<file path="config.mk">
export PLATFORM = sky130hd
export DESIGN_NAME = bpu_top
export DESIGN_NICKNAME = d
export VERILOG_FILES = /design/src/verilog/bpu_pulse_gen.v /design/src/verilog/bpu_top.v
export VERILOG_INCLUDE_DIRS = /design/src /design/src/verilog
export SDC_FILE = /design/constraint.sdc
export NUM_CORES = 1
export LEC_CHECK = 0
export BUFFER_PORTS_ARGS = -buffer_cell sky130_fd_sc_hd__buf_2
export CAP_MARGIN = 10
export CORE_MARGIN = 2
export CORE_UTILIZATION = 61
export CTS_CLUSTER_DIAMETER = 60
export DETAILED_ROUTE_END_ITERATION = 10
export PLACE_DENSITY = 0.85
export SLEW_MARGIN = 20
export SYNTH_ARGS = -nofsm -noshare
export SYNTH_HDL_FRONTEND = slang
export SYNTH_SLANG_ARGS = --single-unit
</file>
<file path="constraint.sdc">
create_clock -name clk -period 6.67 [get_ports clk]
set_input_delay 1.6675 -clock clk [delete_from_list [all_inputs] [get_ports clk]]
set_output_delay 1.6675 -clock clk [all_outputs]
set_load 0.02 [all_outputs]
</file>
<file path="src/verilog/bpu_defs.vh">
// Constants of the bus cycle breakpoint unit
`ifndef BPU_DEFS_VH
`define BPU_DEFS_VH

// ****************************************
// Register map
// ****************************************
`define BPU_BASE_ADDR 32'hFFFFEC00
`define BPU_OFS_ADDR_HI 32'hFFFFEC00
`define BPU_OFS_ADDR_LO 32'hFFFFEC02
`define BPU_OFS_MASK_HI 32'hFFFFEC04
`define BPU_OFS_MASK_LO 32'hFFFFEC06
`define BPU_OFS_CYC_SEL 32'hFFFFEC08
`define BPU_OFS_CTRL 32'hFFFFEC0A
`define BPU_LAST_HW 3'h5
`define BPU_NUM_REGS 6

// Halfword indices inside the block
`define BPU_IDX_ADDR_HI 3'h0
`define BPU_IDX_ADDR_LO 3'h1
`define BPU_IDX_MASK_HI 3'h2
`define BPU_IDX_MASK_LO 3'h3
`define BPU_IDX_CYC_SEL 3'h4
`define BPU_IDX_CTRL 3'h5

// ****************************************
// Reset values and writable bits
// ****************************************
`define BPU_RST_VAL 16'h0000
`define BPU_WMASK_FULL 16'hFFFF
`define BPU_WMASK_CYC_SEL 16'h00FF
`define BPU_WMASK_CTRL 16'h0007

// ****************************************
// Field positions
// ****************************************
`define BPU_ORIG_HI 7
`define BPU_ORIG_LO 6
`define BPU_FETCH_HI 5
`define BPU_FETCH_LO 4
`define BPU_DIR_HI 3
`define BPU_DIR_LO 2
`define BPU_SIZE_HI 1
`define BPU_SIZE_LO 0
`define BPU_PW_HI 2
`define BPU_PW_LO 1
`define BPU_IRQ_DIS 0

// ****************************************
// Access and operand size codes
// ****************************************
`define BPU_SZ_NONE 2'h0
`define BPU_SZ_BYTE 2'h1
`define BPU_SZ_WORD 2'h2
`define BPU_SZ_LONG 2'h3

// ****************************************
// Timing counts, in clock cycles
// ****************************************
`define BPU_ACC_SHORT_CYC 3'h3
`define BPU_ACC_LONG_CYC 3'h6
`define BPU_PW_1 4'h1
`define BPU_PW_4 4'h4
`define BPU_PW_8 4'h8
`define BPU_PW_16 5'h10

`endif

</file>
<file path="src/verilog/bpu_pulse_gen.v">
// Trigger pin pulse stretcher of the breakpoint unit
`timescale 1ns/10ps
`include "bpu_defs.vh"

module bpu_pulse_gen (
  input wire clk, // 40 MHz system clock
  input wire rst_n, // synchronous reset, active low
  input wire clr, // module standby clear
  input wire start, // one-cycle match event
  input wire [1:0] width_sel, // pulse width select
  output reg trig_n_q // trigger pin, active low
);

  reg [3:0] cnt_q;
  reg [3:0] load_val;
  // Sixteen needs five bits; its count minus one fits in four
  wire [4:0] pw16_m1;

  assign pw16_m1 = `BPU_PW_16 - 5'h01;

  // ****************************************
  // Width lookup, loaded as width minus one
  // ****************************************
  always @* begin
    case (width_sel)
      2'h0: load_val = `BPU_PW_1 - 4'h1;
      2'h1: load_val = `BPU_PW_4 - 4'h1;
      2'h2: load_val = `BPU_PW_8 - 4'h1;
      default: load_val = pw16_m1[3:0];
    endcase
  end

  // Retrigger restarts the full width so back to back matches merge
  always @(posedge clk) begin
    if (!rst_n || clr) begin
      trig_n_q <= 1'b1;
      cnt_q <= 4'h0;
    end else if (start) begin
      trig_n_q <= 1'b0;
      cnt_q <= load_val;
    end else if (!trig_n_q) begin
      if (cnt_q == 4'h0) begin
        trig_n_q <= 1'b1;
      end else begin
        cnt_q <= cnt_q - 4'h1;
      end
    end
  end

endmodule

</file>
<file path="src/verilog/bpu_top.v">
// Bus cycle breakpoint unit: registers, cycle compare, break request
`timescale 1ns/10ps
`include "bpu_defs.vh"

module bpu_top (
  input wire clk, // 40 MHz system clock
  input wire rst_n, // synchronous reset, active low
  input wire module_standby, // module standby, clears registers
  input wire reg_req, // register access request, one cycle
  input wire reg_we, // 1 write, 0 read
  input wire [1:0] reg_size, // 1 byte, 2 word, 3 longword
  input wire [31:0] reg_addr, // byte address of the access
  input wire [31:0] reg_wdata, // write data, low aligned
  output reg [31:0] reg_rdata_q, // read data, low aligned
  output reg reg_ack_q, // access done, one cycle
  output reg reg_busy_q, // access in progress
  input wire bus_valid, // a bus cycle is present this clock
  input wire [31:0] bus_addr, // bus cycle address
  input wire bus_dma, // 1 DMA cycle, 0 core cycle
  input wire bus_fetch, // 1 instruction fetch, 0 data access
  input wire bus_write, // 1 write, 0 read
  input wire [1:0] bus_size, // 1 byte, 2 word, 3 longword
  input wire fetch_break_after, // fetch breaks wait for execution
  input wire insn_done, // fetched instruction finished executing
  output reg break_irq_q, // break request to interrupt control
  output wire match_trigger_out_n // trigger pin, active low pulse
);

  // ****************************************
  // Register storage
  // ****************************************
  reg [15:0] regs_q [0:`BPU_NUM_REGS-1];
  wire [15:0] wmask [0:`BPU_NUM_REGS-1];
  wire [15:0] wdata_hw [0:`BPU_NUM_REGS-1];
  wire [15:0] lane_mask [0:`BPU_NUM_REGS-1];
  wire [`BPU_NUM_REGS-1:0] hw_sel;

  // ****************************************
  // Access sequencer state
  // ****************************************
  reg [31:0] acc_addr_q;
  reg [31:0] acc_wdata_q;
  reg [1:0] acc_size_q;
  reg acc_we_q;
  reg [2:0] acc_cnt_q;
  reg [2:0] acc_last;
  wire acc_done;
  wire acc_in_range;
  wire acc_long;
  wire [2:0] acc_idx;
  wire [2:0] acc_idx_pair;
  wire [31:0] base_addr;
  wire [15:0] rd_word;
  wire [7:0] idx_dec;
  wire [7:0] pair_dec;
  reg [31:0] rdata_d;

  // ****************************************
  // Compare state
  // ****************************************
  wire [31:0] brk_addr;
  wire [31:0] brk_mask;
  wire [15:0] cyc_sel;
  wire [15:0] ctrl;
  wire addr_ok;
  wire orig_ok;
  wire fetch_ok;
  wire dir_ok;
  wire size_ok;
  wire fields_set;
  wire hit;
  reg pend_q;
  wire fire;
  reg fire_q;

  // ****************************************
  // Halfword read helper
  // ****************************************
  function [15:0] rd_hw;
    input [2:0] idx;
    begin
      case (idx)
        `BPU_IDX_ADDR_HI: rd_hw = regs_q[0];
        `BPU_IDX_ADDR_LO: rd_hw = regs_q[1];
        `BPU_IDX_MASK_HI: rd_hw = regs_q[2];
        `BPU_IDX_MASK_LO: rd_hw = regs_q[3];
        `BPU_IDX_CYC_SEL: rd_hw = regs_q[4];
        `BPU_IDX_CTRL: rd_hw = regs_q[5];
        default: rd_hw = 16'h0000;
      endcase
    end
  endfunction

  // ****************************************
  // Address decode of the latched access
  // ****************************************
  assign acc_long = (acc_size_q == `BPU_SZ_LONG);
  assign acc_idx = acc_addr_q[3:1];
  assign acc_idx_pair = {acc_addr_q[3:2], 1'b0};
  assign base_addr = `BPU_BASE_ADDR;
  assign rd_word = rd_hw(acc_idx);
  // One-hot halfword selects, a pair for a longword
  assign idx_dec = 8'h01 << acc_idx;
  assign pair_dec = 8'h03 << acc_idx_pair;
  // Hole above the last register answers zero and takes no write
  assign acc_in_range = (acc_addr_q[31:4] == base_addr[31:4])
    && (acc_idx <= `BPU_LAST_HW);
  assign acc_done = reg_busy_q && (acc_cnt_q == acc_last);

  always @* begin
    if (acc_long) begin
      acc_last = `BPU_ACC_LONG_CYC - 3'h1;
    end else begin
      acc_last = `BPU_ACC_SHORT_CYC - 3'h1;
    end
  end

  // ****************************************
  // Per register write lanes
  // ****************************************
  genvar gi;
  generate
    for (gi = 0; gi < `BPU_NUM_REGS; gi = gi + 1) begin : g_reg
      // Reserved bits never store, so they read as zero
      if (gi == `BPU_IDX_CYC_SEL) begin : g_cs
        assign wmask[gi] = `BPU_WMASK_CYC_SEL;
      end else if (gi == `BPU_IDX_CTRL) begin : g_ct
        assign wmask[gi] = `BPU_WMASK_CTRL;
      end else begin : g_full
        assign wmask[gi] = `BPU_WMASK_FULL;
      end

      // Longword covers an aligned pair, lower address word first
      assign hw_sel[gi] = acc_in_range && (acc_long ?
        pair_dec[gi] : idx_dec[gi]);

      assign wdata_hw[gi] = acc_long ?
        ((gi % 2 == 0) ? acc_wdata_q[31:16] : acc_wdata_q[15:0]) :
        ((acc_size_q == `BPU_SZ_BYTE) ?
          {acc_wdata_q[7:0], acc_wdata_q[7:0]} : acc_wdata_q[15:0]);

      // Even byte address is the upper byte of a halfword
      assign lane_mask[gi] = wmask[gi] &
        ((acc_size_q == `BPU_SZ_BYTE) ?
          (acc_addr_q[0] ? 16'h00FF : 16'hFF00) : 16'hFFFF);

      always @(posedge clk) begin
        if (!rst_n || module_standby) begin
          regs_q[gi] <= `BPU_RST_VAL;
        end else if (acc_done && acc_we_q && hw_sel[gi]) begin
          regs_q[gi] <= (regs_q[gi] & ~lane_mask[gi]) |
            (wdata_hw[gi] & lane_mask[gi]);
        end
      end
    end
  endgenerate

  // ****************************************
  // Read data, low aligned
  // ****************************************
  always @* begin
    rdata_d = 32'h00000000;
    if (acc_in_range) begin
      case (acc_size_q)
        `BPU_SZ_LONG: rdata_d = {rd_hw(acc_idx_pair), rd_hw(acc_idx_pair + 3'h1)};
        `BPU_SZ_WORD: rdata_d = {16'h0000, rd_hw(acc_idx)};
        `BPU_SZ_BYTE: begin
          if (acc_addr_q[0]) begin
            rdata_d = {24'h000000, rd_word[7:0]};
          end else begin
            rdata_d = {24'h000000, rd_word[15:8]};
          end
        end
        default: rdata_d = 32'h00000000;
      endcase
    end
  end

  // ****************************************
  // Access sequencer
  // ****************************************
  // Requests while busy are ignored; the master waits for ack
  always @(posedge clk) begin
    if (!rst_n) begin
      reg_busy_q <= 1'b0;
      reg_ack_q <= 1'b0;
      reg_rdata_q <= 32'h00000000;
      acc_cnt_q <= 3'h0;
      acc_addr_q <= 32'h00000000;
      acc_wdata_q <= 32'h00000000;
      acc_size_q <= `BPU_SZ_NONE;
      acc_we_q <= 1'b0;
    end else begin
      reg_ack_q <= 1'b0;
      if (!reg_busy_q) begin
        if (reg_req) begin
          reg_busy_q <= 1'b1;
          acc_cnt_q <= 3'h1;
          acc_addr_q <= reg_addr;
          acc_wdata_q <= reg_wdata;
          acc_size_q <= (reg_size == `BPU_SZ_NONE) ? `BPU_SZ_WORD : reg_size;
          acc_we_q <= reg_we;
        end
      end else if (acc_done) begin
        reg_busy_q <= 1'b0;
        reg_ack_q <= 1'b1;
        acc_cnt_q <= 3'h0;
        if (acc_we_q) begin
          reg_rdata_q <= 32'h00000000;
        end else begin
          reg_rdata_q <= rdata_d;
        end
      end else begin
        acc_cnt_q <= acc_cnt_q + 3'h1;
      end
    end
  end

  // ****************************************
  // Bus cycle compare
  // ****************************************
  assign brk_addr = {regs_q[0], regs_q[1]};
  assign brk_mask = {regs_q[2], regs_q[3]};
  assign cyc_sel = regs_q[4];
  assign ctrl = regs_q[5];

  // Mask 1 drops the bit from the compare
  assign addr_ok = &(~(bus_addr ^ brk_addr) | brk_mask);

  assign orig_ok = bus_dma ? cyc_sel[`BPU_ORIG_HI] :
    cyc_sel[`BPU_ORIG_LO];
  assign fetch_ok = bus_fetch ? cyc_sel[`BPU_FETCH_LO] :
    cyc_sel[`BPU_FETCH_HI];
  assign dir_ok = bus_write ? cyc_sel[`BPU_DIR_HI] :
    cyc_sel[`BPU_DIR_LO];
  // Fetches report word size, so a fetch break needs size 00 or word
  assign size_ok = (cyc_sel[`BPU_SIZE_HI:`BPU_SIZE_LO] == `BPU_SZ_NONE) ||
    (cyc_sel[`BPU_SIZE_HI:`BPU_SIZE_LO] == bus_size);

  assign fields_set = (|cyc_sel[`BPU_ORIG_HI:`BPU_ORIG_LO]) &&
    (|cyc_sel[`BPU_FETCH_HI:`BPU_FETCH_LO]) &&
    (|cyc_sel[`BPU_DIR_HI:`BPU_DIR_LO]);

  assign hit = bus_valid && fields_set && addr_ok && orig_ok && fetch_ok &&
    dir_ok && size_ok;

  // ****************************************
  // Before or after execution of a fetch
  // ****************************************
  // Only one deferred fetch break is held; a new one merges with it
  assign fire = (hit && !(bus_fetch && fetch_break_after)) ||
    (pend_q && insn_done);

  always @(posedge clk) begin
    if (!rst_n || module_standby) begin
      pend_q <= 1'b0;
    end else if (hit && bus_fetch && fetch_break_after) begin
      pend_q <= 1'b1;
    end else if (insn_done) begin
      pend_q <= 1'b0;
    end
  end

  // ****************************************
  // Break request and trigger
  // ****************************************
  always @(posedge clk) begin
    if (!rst_n || module_standby) begin
      break_irq_q <= 1'b0;
      fire_q <= 1'b0;
    end else begin
      fire_q <= fire;
      break_irq_q <= fire && !ctrl[`BPU_IRQ_DIS];
    end
  end

  // Trigger follows every match even with the request disabled
  bpu_pulse_gen u_pulse (
    .clk(clk),
    .rst_n(rst_n),
    .clr(module_standby),
    .start(fire_q),
    .width_sel(ctrl[`BPU_PW_HI:`BPU_PW_LO]),
    .trig_n_q(match_trigger_out_n)
  );

endmodule

</file>
### Word level (Yosys, flattened, before mapping)

Memory sizes are Yosys's and may differ from the RTL's.
Cells that the tools add are included.

* add/sub/neg operators: 3
* magnitude comparators: 1
* equality and inequality tests: 22
* shifts and indexed selects: 2
* mux-type cells: 65
* bitwise logic cells: 29
* reduce and logical (&&, ||, !) cells: 52

Operator list (count)
* case mux 16 bit (6 select lines): 2
* two-way mux 16 bit: 11
* AND 16 bit: 8
* OR 16 bit: 6
* case mux 32 bit (3 select lines): 1
* two-way mux 32 bit: 2
* case mux 16 bit (3 select lines): 1
* two-way mux 1 bit: 38
* inverter 32 bit: 1
* OR 32 bit: 1
* AND reduction 32 bit: 1
* XOR 32 bit: 1
* logical AND 1 bit: 29
* equality test 28 bit, second input constant: 1
* AND 16 x 3 -> 16 bit: 1
* AND 16 x 8 -> 16 bit: 1
* inverter 16 bit: 1
* inverter 3 -> 16 bit: 1
* inverter 8 -> 16 bit: 1
* equality test 3 x 2 -> 1 bit, second input constant: 4
* equality test 3 bit, second input constant: 4
* two-way mux 3 bit: 4
* two-way mux 4 bit: 3
* case mux 4 bit (3 select lines): 1
* 23 further kinds: 50

* register bits: 112
* bits in writable memories: 96
* input bits: 111
* output and inout bits: 36
* logic and storage cells: 188
* memories kept: 1

Memory list
* regs_q: words 6, width 16, read ports 6, clocked after Yosys merged registers in 0, write ports 6, line bpu_top.v:32 `` reg [15:0] regs_q [0:`BPU_NUM_REGS-1]; ``

### Longest topological paths before layout

An unclocked memory read counts as a cell.

* word-level depth: 13
* depth in mapped cells: 8
* mapped depth without buffers: 6

### By module

Synthesis repeated with hierarchy kept, for this count alone.

* cell total of the unflattened synthesis: 1020
* area, all modules: 9300.2 µm²

Modules (own cells, without submodules)
* bpu_top: instances 1, cells an instance 985, area each 8998.6 µm², seq. area each 4394.2 µm²
* bpu_pulse_gen: instances 1, cells an instance 35, area each 301.5 µm², seq. area each 100.1 µm²

### Worst setup path before layout

No wires, ideal clock.

* kind: input port to flip-flop
* start point: input port rst_n
* end point: memory regs_q[0][0], enable pin
* library setup time: 414 ps
* data arrival time: 2808 ps
* required time: 6256 ps
* path slack: 3448 ps
* stages on the path: 5
* buffers on the path: 2
* cells stage by stage: inv_1 -> buf_1 -> nor2_1 -> clkbuf_1 -> o31ai_1

RTL lines
* start: declaration: line bpu_top.v:7 `input wire rst_n,`
* end: declaration: line bpu_top.v:32

==> flow_summary.toml <==
[yosys]
syn_area_um2 = 9050
synth-seq-cells = 187
yosysWarnings = 0
synth_edf_count = 75
synthFlopType = "dfxtp_1"
yosysSeqAreaShare_pct = 49.6
synthDistinctLibCells = 57
syn_avg_cell_area_um2 = 8.96
netlist_instances = 1010
synthesis.nets = 1123
synthArstFlopShare_pct = 0

[power_and_ir_drop]
power.density_nw_per_um2 = 249
p_sw_mw = 0.667
sw_frac_of_total_pct = 25.6
pwr-share-seq_pct = 49.6
comb_power_share_pct = 11.2
max-vdd-ir-drop_v = 0.000206
clkPwrFrac_pct = 39.2
p_int_mw = 1.94
p_leak_nw = 3.79
p_total_mw = 2.60

[min_path]
min_from = "acc_addr_q[12]$_SDFFE_PN0P_"
hold_class = "reg -> reg"
whs_path_depth = 2
hold_end = "acc_addr_q[12]$_SDFFE_PN0P_"

[sta]
relSlewSlack_pct = 28.3
hold_violations = 0
clock.fmax_mhz = 278
slew_viol_final = 0
setup_violations = 0
tightest_slew_ns = 1.07
tns_ns = 0
period_share_pct = 53.9
rsz0062_at_grt = "false"
period_minus_slack_ns = 3.60
fin_skew_ns = 0.00712
setup_slack_ns = 3.07

[layout]
layout_commonest_cell = "nand2_1"
design_area_um2 = 10500
drive_gt1_share_pct = 18.3
post-route-util_pct = 72.0
final_nets = 1229
n_antenna_cell = 0
layout_common_cells = "nand2_1, a21oi_1, buf_2"
areaGrowthSynthToFinish_pct = 15.6

[placed_design]
place_hpwl_um = 17900
place_ws_ns = 2.72
numPortBuffers = 146
place_area_um2 = 9860
gp_congestion = 0.961

[grt]
grt_pass1_vias = 7463
grt_max_degree = 76
grt_pass1_wl_um = 39000
antenna_found_initial = 0
gr-total-overflow = 0
groute.usage.overall_pct = 31.4

[clock_tree]
clk_latency_ns = 0.44
clkTransAtPathRegs_ns = 0.06
cts_hold_buf = 0
cts_made_buffers = 17
cts_resized = 0
cts_tree = "built"
cts-root-buf = "clkbuf_16"
htree_num_levels = 4
postCtsSetupRepairBufs = 0
cts.path.max_buffers = 2
clkSinkCount = 187

[critical_path]
cp_max_fo = 75
rr_worst_depth = 6
r2r_slack_ns = 3.29
startpoint_type = "input pin"
r2r-start = "acc_size_q[0]$_SDFFE_PN0P_"
timing.rr.end = "regs_q[1][7]$_SDFFCE_PN0P_"
worstPathArrival_ns = 3.84
cp.required_ns = 6.91
critPathCaptureType = "flip-flop"
crit_type = "in -> reg"

[die]
io_pins = 147
dieArea_um2 = 15800
start_util_pct = 62.3
core_area_um2 = 14500
die_w_um = 126
die_h_um = 126
fp-row-count = 44

[routing]
vias = 8329
wirelength_um = 25000
wire_per_inst_um = 19.0
drtIter0Drc = 1309
first_pass_iters = 6
ant_nets = 0
vias_per_cell = 6.35
drc_errors = 0

[outcome]
status = "finished, final reports clean"

[job]
drv_cap = 0
worst max path at each step:
stage               start                          to  slack, ns  depth (start not counted)
CTS                 rst_n  regs_q[2][0]$_SDFFCE_PN0P_       3.11                          7
global route        rst_n  regs_q[4][4]$_SDFFCE_PN0P_       2.95                          7
finish              rst_n  regs_q[2][0]$_SDFFCE_PN0P_       3.07                          7
floorplan           rst_n  regs_q[0][0]$_SDFFCE_PN0P_       3.45                          5
global placement    rst_n  regs_q[4][1]$_SDFFCE_PN0P_       2.74                          5
detailed placement  rst_n  regs_q[0][8]$_SDFFCE_PN0P_       2.72                          7
synth_stat cells (all sizes together), types with 5 or more instances:
cell type	number	area share, %
o22ai	17	1.2
nor3	56	3.1
clkbuf	51	2.1
nand4	6	0.41
nor2	53	2.2
o2bb2ai	7	0.68
nor2b	5	0.35
or3	7	0.48
a21oi	169	9.3
dfxtp	112	25
edfxtp	75	25
o32ai	7	0.68
nand2	194	8.0
nor4	8	0.55
a22o	31	3.0
o31ai	6	0.50
a211oi	11	0.91
inv	10	0.41
mux2i	39	4.3
o22a	5	0.48
xnor2	33	3.2
nor3b	9	0.80
buf	22	1.1
nand3	10	0.61
o221ai	8	0.77
o21ai	16	0.88
layout make-up:
class                      count  area, µm²
sequential                   187       4500
multi-input combinational    738       4260
fill                        1106       4070
timing repair buffer         160        836
clock buffer                  18        429
tap                          184        230
clock inverter                13        164
inverter                      12       45.0
sequential cells by signal, summed over array words and instances (netlist names), 2 cells and up:
signal / flops
regs_q: 75
acc_addr_q: 32
acc_wdata_q: 32
reg_rdata_q: 32
u_pulse.cnt_q: 4
acc_cnt_q: 3
acc_size_q: 2
critical path, stage by stage:
cell and delay [ns]:
buf_2 0.11, inv_2 0.03, buf_4 0.33, nor2_1 0.91, nand4b_1 0.20, buf_4 0.31, a211oi_1 0.25
cell families after synthesis:
family / Yosys count / share of synthesized area (%)
compound gates: 293 / 20.0
fa+ha+maj: 2 / 0.276
buf+inv: 85 / 3.73
flops: 187 / 49.6
simple gates: 370 / 18.8
xor+xnor: 34 / 3.29
mux: 39 / 4.31
metrics by stage:
step / cells / hold WS, ns
3_5_place_dp: 1281 / 0.443
4_1_cts: 1312 / 0.452
5_1_grt: 1312 / 0.477
6_report: 1312 / 0.449
2_1_floorplan: 1010 / 0.431
3_3_place_gp: 1281 / 0.441
routing by layer:
metal	track usage (%)	routed length, µm	vias up
met3	7.69	2890	55
li1	-	-	3881
met1	43.4	10100	3836
met5	0	0	-
met4	11.8	749	0
met2	48.3	11200	557
power by group through the flow:
stage	Clock, mW	Combinational (mW)	Sequential (mW)
after CTS	1.03	0.286	1.29
final	1.02	0.293	1.29
after detailed placement	0	0.284	1.31
after global routing	1.07	0.318	1.30
after floorplan	0	0.196	1.29
after global placement	0	0.280	1.31
(Power assumes the default switching activity.)
